### config.mk
export PLATFORM = sky130hd
export DESIGN_NAME = word_write_device_flat
export DESIGN_NICKNAME = d
export VERILOG_FILES = /design/src/rtl/word_link_pkg.sv /design/src/rtl/word_link_if.sv /design/src/rtl/word_write_device.sv /design/src/flat_wrapper.sv
export SDC_FILE = /design/constraint.sdc
export NUM_CORES = 1
export LEC_CHECK = 0
export BUFFER_PORTS_ARGS = -buffer_cell sky130_fd_sc_hd__buf_2
export CAP_MARGIN = 20
export CELL_PAD_IN_SITES_DETAIL_PLACEMENT = 2
export CELL_PAD_IN_SITES_GLOBAL_PLACEMENT = 2
export CORE_MARGIN = 10
export CORE_UTILIZATION = 30
export DETAILED_ROUTE_END_ITERATION = 8
export MAX_ROUTING_LAYER = met4
export PLACE_DENSITY = 0.68
export SYNTH_ARGS = -nofsm -noshare
export SYNTH_HDL_FRONTEND = slang
export SYNTH_SLANG_ARGS = --single-unit
### constraint.sdc
create_clock -name ref_clk -period 1.4 [get_ports ref_clk]
set_input_delay 0.28 -clock ref_clk [delete_from_list [all_inputs] [get_ports ref_clk]]
set_output_delay 0.28 -clock ref_clk [all_outputs]
set_load 0.1 [all_outputs]
### src/rtl/word_link_pkg.sv
package word_link_pkg;
	// --------------------------------------------------------------
	// Word layout
	// --------------------------------------------------------------
	localparam int word_bits = 16;
	localparam int byte_bits = 8;
	localparam int ctrl_msb = 15;
	localparam int ctrl_lsb = 12;
	localparam int addr_msb = 11;
	localparam int addr_lsb = 8;
	localparam int data_msb = 7;
	localparam int data_lsb = 0;
	localparam logic [15:0] word_reset = 16'h0000;
	localparam logic [4:0] count_reset = 5'h00;
	localparam logic link_clk_idle = 1'h1;
	localparam logic frame_idle = 1'h1;
	localparam logic data_idle = 1'h0;
	// --------------------------------------------------------------
	// Host timing: link clock half period in ref_clk cycles
	// --------------------------------------------------------------
	localparam int ref_clk_period_ns = 25;
	localparam int link_half_period_ns = 100;
	localparam int link_half_cycles = (link_half_period_ns + ref_clk_period_ns - 1)
		/ ref_clk_period_ns;
	localparam int gap_cycles = 4;
	typedef logic [15:0] word_type;
endpackage

### src/rtl/word_link_if.sv
`timescale 1ns/10ps
interface word_link_if;
	logic serial_clk;
	logic serial_data_in;
	logic word_frame_n;
	modport host (output serial_clk, output serial_data_in, output word_frame_n);
	modport device (input serial_clk, input serial_data_in, input word_frame_n);
endinterface

### src/rtl/word_write_device.sv
`timescale 1ns/10ps
// Operation
// - Sample data at falling clock, frame low
// - Host changes data on rising edges
// - Sixteen bits framed per transfer
// - Host frames every word separately
// - Split bytes keep frame low between
// - Most significant bit shifted first
// - Word splits control, address, data
// - Host idles clock high between writes
// - Frame signal is active low
module word_write_device #(
	parameter int sync_stages = 2
) (
	input wire logic ref_clk,
	input wire logic nrst,
	word_link_if.device link,
	output logic word_valid,
	output logic [3:0] word_ctrl,
	output logic [3:0] word_addr,
	output logic [7:0] word_data
);
	import word_link_pkg::*;

	// --------------------------------------------------------------
	// How a frame is received
	// --------------------------------------------------------------
	// Link pins belong to the host's clock domain
	// Each pin crosses through its own synchroniser chain
	// Falling link edges found on the local clock
	// Sixteen edges inside one frame make one word
	// Short frames vanish when the frame pin rises
	// Extra edges past sixteen are ignored, not shifted
	// Limitation: each link clock phase needs two ref_clk cycles
	// Trade-off: commit lands a few cycles after the pin edge
	// Reset: chains and clk_last idle; count, shift, fields zero
	//
	// Walk of one bit, in ref_clk edges after the pin falls:
	//   edge 1  first stage holds the low level
	//   edge 2  last stage low, fall_edge high
	//   edge 3  bit in the shifter, count advanced
	// Sixteenth bit: word_valid and fields change at edge 3

	// --------------------------------------------------------------
	// Pin synchronisers
	// --------------------------------------------------------------
	logic clk_synced;
	logic data_synced;
	logic frame_synced;
	logic clk_last;
	logic fall_edge;
	logic frame_open;
	logic take_bit;
	logic word_done;
	word_type shift;
	logic [4:0] bit_count;
	logic [4:0] next_count;

	// Clock idles high; matching reset value avoids a false edge
	pin_sync #(
		.stages(sync_stages),
		.idle(link_clk_idle)
	) clk_sync_i (
		.ref_clk(ref_clk),
		.nrst(nrst),
		.pin(link.serial_clk),
		.synced(clk_synced)
	);

	// Data takes as many stages as the clock, so samples stay paired
	pin_sync #(
		.stages(sync_stages),
		.idle(data_idle)
	) data_sync_i (
		.ref_clk(ref_clk),
		.nrst(nrst),
		.pin(link.serial_data_in),
		.synced(data_synced)
	);

	// Frame idles high; no frame opens on reset release
	// Frame must fall a ref_clk cycle or more before the first edge
	pin_sync #(
		.stages(sync_stages),
		.idle(frame_idle)
	) frame_sync_i (
		.ref_clk(ref_clk),
		.nrst(nrst),
		.pin(link.word_frame_n),
		.synced(frame_synced)
	);

	// --------------------------------------------------------------
	// Edge detection
	// --------------------------------------------------------------
	// Previous synced clock level, parked at idle in reset
	always_ff @(posedge ref_clk) begin
		if (!nrst) begin
			clk_last <= link_clk_idle;
		end else begin
			clk_last <= clk_synced;
		end
	end

	// High for one cycle per falling link edge
	// Hazard: a glitch longer than a ref_clk cycle counts as an edge
	// The host's clean clock keeps this out; no filter is spent on it
	assign fall_edge = clk_last & ~clk_synced;

	// Frame pin is active low
	assign frame_open = ~frame_synced;

	// --------------------------------------------------------------
	// Shifter
	// --------------------------------------------------------------
	// Bit accepted only inside a frame and below the word length
	assign take_bit = frame_open && fall_edge && bit_count < 5'(word_bits);

	// This edge brings the sixteenth bit of the frame
	assign word_done = take_bit && bit_count == 5'(word_bits - 1);

	// Count step; never reached past sixteen
	assign next_count = bit_count + 5'h01;

	// Enters at the bottom, so the first bit ends up on top
	always_ff @(posedge ref_clk) begin
		if (!nrst) begin
			shift <= word_reset;
		end else if (take_bit) begin
			shift <= {shift[14:0], data_synced};
		end
	end

	// Frame high clears the count, so a short frame is dropped
	// Count stops at sixteen; later edges of a long frame do nothing
	always_ff @(posedge ref_clk) begin
		if (!nrst) begin
			bit_count <= count_reset;
		end else if (!frame_open) begin
			bit_count <= count_reset;
		end else if (take_bit) begin
			bit_count <= next_count;
		end
	end

	// --------------------------------------------------------------
	// Commit
	// --------------------------------------------------------------
	// Word layout, most significant bit first:
	//   bits 15 to 12  control
	//   bits 11 to 8   destination address
	//   bits 7 to 0    data
	// Shift holds bits 15 to 1 at commit; bit 0 is still on data_synced

	// One-cycle pulse on the edge that completes the word
	always_ff @(posedge ref_clk) begin
		if (!nrst) begin
			word_valid <= 1'h0;
		end else begin
			word_valid <= word_done;
		end
	end

	// Fields hold the last word until the next one lands
	always_ff @(posedge ref_clk) begin
		if (!nrst) begin
			word_ctrl <= 4'h0;
			word_addr <= 4'h0;
			word_data <= 8'h00;
		end else if (word_done) begin
			word_ctrl <= shift[ctrl_msb - 1:ctrl_lsb - 1];
			word_addr <= shift[addr_msb - 1:addr_lsb - 1];
			word_data <= {shift[data_msb - 1:data_lsb], data_synced};
		end
	end
endmodule

// --------------------------------------------------------------
// Pin synchroniser
// --------------------------------------------------------------
// Only the first stage reads the pin; logic reads the last
module pin_sync #(
	parameter int stages = 2,
	parameter logic idle = 1'h0
) (
	input wire logic ref_clk,
	input wire logic nrst,
	input wire logic pin,
	output logic synced
);
	logic [stages - 1:0] chain;

	// A single stage would pass metastable levels to the logic
	if (stages < 2) begin : stages_check
		$error("pin_sync needs two stages or more");
	end

	// Chain starts at the idle level, so release brings no false edge
	always_ff @(posedge ref_clk) begin
		if (!nrst) begin
			chain <= {stages{idle}};
		end else begin
			chain <= {chain[stages - 2:0], pin};
		end
	end

	// Last stage only; earlier stages may still be settling
	assign synced = chain[stages - 1];
endmodule

### src/flat_wrapper.sv
// flat-port wrapper written by rule: the top's interface ports become plain ports
module word_write_device_flat import word_link_pkg::*;
#(
	parameter int sync_stages = 2
)
  (ref_clk, nrst, word_valid, word_ctrl, word_addr, word_data, link_serial_clk, link_serial_data_in, link_word_frame_n);
  word_link_if link_i ();
  input wire logic ref_clk;
  input wire logic nrst;
  output logic word_valid;
  output logic [3:0] word_ctrl;
  output logic [3:0] word_addr;
  output logic [7:0] word_data;
  input wire logic [$bits(link_i.serial_clk)-1:0] link_serial_clk;
  input wire logic [$bits(link_i.serial_data_in)-1:0] link_serial_data_in;
  input wire logic [$bits(link_i.word_frame_n)-1:0] link_word_frame_n;
  assign link_i.serial_clk = link_serial_clk;
  assign link_i.serial_data_in = link_serial_data_in;
  assign link_i.word_frame_n = link_word_frame_n;
  word_write_device #(.sync_stages(sync_stages)) u_core (.ref_clk(ref_clk), .nrst(nrst), .link(link_i), .word_valid(word_valid), .word_ctrl(word_ctrl), .word_addr(word_addr), .word_data(word_data));
endmodule
# --- Word level (Yosys, flattened, before mapping) ---
# Index checks and enable logic that the tools add are counted.
word_totals:
  out_inout_bits: 17
  word_cells: 21
  register_bits: 44
  in_bits: 5
classes:
  n_bitwise: 4
  magnitude_cmp: 1
  add_sub_neg: 1
  n_eq_ne: 1
  reduce_logical: 4
ops:
  columns: ["operator", "n"]
  rows:
  - ["5-bit by 1-bit adder with 5-bit output, second input constant", 1]
  - ["5-bit by 4-bit equality test with 1-bit output, second input constant", 1]
  - ["5-bit < comparator, second input constant", 1]
  - ["1-bit logical AND", 3]
  - ["1-bit inverter", 3]
  - ["2-bit OR reduction", 1]
  - ["1-bit AND", 1]

# --- Logic depth before layout (Yosys ltp) ---
depth:
  depth_word: 5
  depth_mapped: 7
  ltp_nobuf: 5

# --- Cells and area by module ---
# From an unflattened synthesis, not the netlist that was laid out.
hier_totals:
  hier_cells: 180
  area_unflattened_um2: 1665.3
by_module_without_submodules:
  columns: ["module", "cells_per_inst", "seq_area_each_um2", "area_per_inst_um2", "instances"]
  rows:
  - ["word_write_device", 168, 760.7, 1507.7, 1]
  - ["pin_sync", 4, 40.0, 52.6, 3]

# --- Least setup slack after synthesis ---
# OpenSTA, ideal clock, no wires.
synth_path:
  path_kind: "reg2reg"
  start: "reg u_core.bit_count[0]"
  end: "reg u_core.word_addr[0]"
  n_path_buf: 2
  arrival_ps: 1368
  period_less_slack_ps: 1488
  path_stages_with_launch: 8
  slack_ps: -88
  required_time_ps: 1280
  setup_time_ps: 120
  path_cell_list: "dfxtp_1 > ha_1 > and3_1 > ha_1 > and2_1 > buf_6 > buf_8 > mux2i_1"
synth_between:
  elab_chain_len: 3
  elab_cells_between_ends: 4
  classes_between: "order compare: 1; eq/ne: 1; reduce/logical: 2"
synth_rtl:
  columns: ["item", "line", "rtl"]
  rows:
  - ["start: declaration", "word_write_device.sv:56", "logic [4:0] bit_count;"]
  - ["start signal: assignment", "word_write_device.sv:138", "bit_count <= count_reset;"]
  - ["start signal: assignment", "word_write_device.sv:140", "bit_count <= count_reset;"]
  - ["start signal: assignment", "word_write_device.sv:142", "bit_count <= next_count;"]
  - ["5-bit < comparator", "word_write_device.sv:117", "assign take_bit = frame_open && fall_edge && bit_count < 5'(word_bits);"]
  - ["1-bit logical AND", "word_write_device.sv:117", null]
  - ["1-bit logical AND (*)", "word_write_device.sv:120", "assign word_done = take_bit && bit_count == 5'(word_bits - 1);"]
  - ["end signal: assignment", "word_write_device.sv:172", "word_addr <= shift[addr_msb - 1:addr_lsb - 1];"]
  - ["end: declaration", "word_write_device.sv:20", "output logic [3:0] word_addr,"]
# Every way passes the cells marked *; elsewhere a longest branch is shown, timed or not.
# A chain may end at the register's enable or synchronous reset.

# --- Final worst setup path ---
layout_path:
  start: "reg u_core.clk_sync_i.chain[1]"
  end: "reg u_core.bit_count[3]"
layout_between:
  elab_chain_len: 4
layout_rtl:
  columns: ["item", "line", "rtl"]
  rows:
  - ["start: declaration", "word_write_device.sv:191", "logic [stages - 1:0] chain;"]
  - ["start signal: assignment", "word_write_device.sv:201", "chain <= {stages{idle}};"]
  - ["start signal: assignment", "word_write_device.sv:203", "chain <= {chain[stages - 2:0], pin};"]
  - ["1-bit inverter", "word_write_device.sv:108", "assign fall_edge = clk_last & ~clk_synced;"]
  - ["1-bit AND", "word_write_device.sv:108", null]
  - ["1-bit logical AND (2 in series)", "word_write_device.sv:117", null]
# Every way passes these cells.

==> out/metrics.cfg <==
[placed_design]
io_buffers = 21
place_area_um2 = 1900
hpwlAfterDp_um = 2730
dp.cells = 271
gp_congestion = 0.740

[global_routing]
grt_use_total_pct = 9.87
grt_pass1_wl_um = 6780
grt_max_degree = 51
grt_pass1_vias = 1398
grt_overflow = 0
antenna_found_initial = 0

[floorplan]
std_cell_rows = 27
start_util_pct = 30.5
fp.dieW_um = 94.4
coreArea_um2 = 5440
die-area_um2 = 8900
die-height_um = 94.4
io_pins = 22

[yosys]
yosysWarnings = 0
synth_seq_cells = 44
ys_seq_area_share_pct = 53.1
syn_nets = 186
syn_area_um2 = 1660
synth.avg_cell_area_um2 = 9.27
synth_top_cell_by_area = dfxtp_1
synth_cell_types = 23
syn_inst = 179
synth_top_cells_by_area = dfxtp_1 53%, nand2_1 14%, mux2i_1 9.7%
synth_top_area_share_pct = 53.1

[route]
drc = 0
drt_iter0_markers = 24
ant_nets = 0
wl_um = 4010
avgRoutedWirePerCell_um = 14.2
via_per_inst = 4.51
vias = 1272
drt_first_pass_iters = 2

[timing]
hold_violations = 0
setup_violations = 12
worst_slack_ns = -0.0368
tns_ns = -0.222
relSlewSlack_pct = 67.3
slew_viol_final = 0
final.min_clock_period_ns = 1.44
fmax_mhz = 696
finalHoldWorstSlack_ns = 0.164
worst_pin_slew_ns = 0.494
fin_crit_sh_pct = 103
skew_ns = 0.0126
rsz0062_at_grt = yes

[finish]
num-nets-final = 216
drive_gt1_share_pct = 28.6
final_util_pct = 39.2
antennaDiodeCount = 0
area_growth_pct = 28.4
fin_cells = 282
final_area_um2 = 2130
nFillCells = 601

[clock_network]
cts.sinks = 44
cts_tree = yes
clock_latency_ns = 0.30
numCtsBuffers = 5
clk_pin_slew_ns = 0.08
htreeDepth = 2
holdBufCountCts = 0
cts_root_buffer = clkbuf_8
cts_buffer_depth = 2

[worst_setup_path]
path_cells = or4b_4, or3_4, a21oi_2
cp.arrival_ns = 1.66
end_kind = flop
cpPeakStageDelay_ns = 0.57
cp_max_fo = 4
path_class = reg2reg
cp.required_ns = 1.62
crit_slowest_cell = or4b_4
start_kind = flop

[flow_run]
cap_violations = 0

[run_status]
status = finished, violations left
violations = negative setup slack

[power]
peakVddDrop_mv = 0.357
power.leakage_uw = 0.000750
p_per_area_nw_per_um2 = 989

[worst_hold_path]
hold_path_class = in2reg

-- state kept, by name, indices dropped and copies added (netlist names) --
name,count
u_core.clk_sync_i.chain,2
u_core.bit_count,5
u_core.word_data,8
u_core.data_sync_i.chain,2
u_core.shift,15
u_core.frame_sync_i.chain,2
u_core.word_ctrl,4
u_core.word_valid,1
u_core.word_addr,4
u_core.clk_last,1
-- per-layer routing --
metal	part of all wire, %	GRT usage [%]	wire length [um]
met4	1.5	4.18	62
met3	4.8	3.49	194
met1	41	10.1	1660
met5	0	-	0
met2	52	16.8	2100
-- cell usage after synthesis (all sizes together) --
| library cell | n |
|---|---|
| and3 | 2 |
| or3 | 2 |
| nor4b | 1 |
| a21oi | 3 |
| xnor2 | 1 |
| o21ai | 3 |
| nand2b | 6 |
| clkbuf | 5 |
| and2 | 3 |
| nand3 | 1 |
| dfxtp | 44 |
| ha | 2 |
| buf | 6 |
| nor2 | 1 |
| a21boi | 15 |
| or4b | 1 |
| nand2 | 64 |
| nor2b | 1 |
| mux2i | 16 |
| inv | 2 |
-- layout make-up --
type / count / area, um2 / area share [%]
clock inverter: 1 / 8.76 / 0.411
multi-input combinational: 122 / 778 / 36.5
sequential: 44 / 887 / 41.7
timing repair buffer: 34 / 282 / 13.2
inverter: 2 / 7.51 / 0.353
tap: 72 / 90.1 / 4.23
clock buffer: 7 / 76.3 / 3.58
-- logic make-up after synthesis --
| logic type | synth area share [%] |
|---|---|
| fa+ha+maj | 1.51 |
| buf+inv | 4.30 |
| mux | 9.65 |
| compound gates | 8.60 |
| xor+xnor | 0.528 |
| simple gates | 22.3 |
| flops | 53.1 |
-- path summary, 6_finish.rpt --
| check | startpoint | end | slack [ns] | depth (start not counted) |
|---|---|---|---|---|
| setup reg to reg | u_core.clk_sync_i.chain[1] | u_core.bit_count[3] | -0.04 | 3 |
| setup / recovery | u_core.clk_sync_i.chain[1] | u_core.bit_count[3] | -0.04 | 3 |
| hold reg to reg | u_core.frame_sync_i.chain[0] | u_core.frame_sync_i.chain[1] | 0.42 | 1 |
| hold / removal | link_serial_clk | u_core.clk_sync_i.chain[0] | 0.16 | 2 |
-- critical path, delay by kind of cell (launching register included) --
kind / cells / cell delay [ns]
AOI/OAI and AO/OA: 1 / 0.12
DFF: 1 / 0.33
and+or+nand+nor: 2 / 0.92
-- through the flow --
stage / total power [uW] / setup slack (ns)
after global routing: 2200 / -0.0959
after floorplan: 1330 / -0.0780
after detailed placement: 1350 / -0.109
final: 2110 / -0.0368
after global placement: 1350 / -0.0744
after CTS: 2140 / -0.0295
-- layout by cell type (no fill, tap or decap), drive strengths merged --
cell and n:
ha 2, nor2 1, nor4b 1, nand3 1, clkinv 1, clkbuf 13
or4b 1, or3 2, o21ai 3, dfxtp 44, nand2b 6, and2 3
inv 2, mux2i 16, nor2b 1, xnor2 1, and3 2, buf 28
nand2 64, a21oi 3, a21boi 15
-- report_power, final --
part,internal [uW],total (uW),switching [uW]
logic,26.3,58.9,32.6
clock network,357,783,427
registers,1260,1260,3.45
-- timing repair --
action,4_1_cts,5_1_grt
buffers inserted,2,0
resized for setup,15,21
endpoints found under the setup margin,22,42
cloned,1,0
pin swaps,6,3
Power figures use the tool's default switching activity.
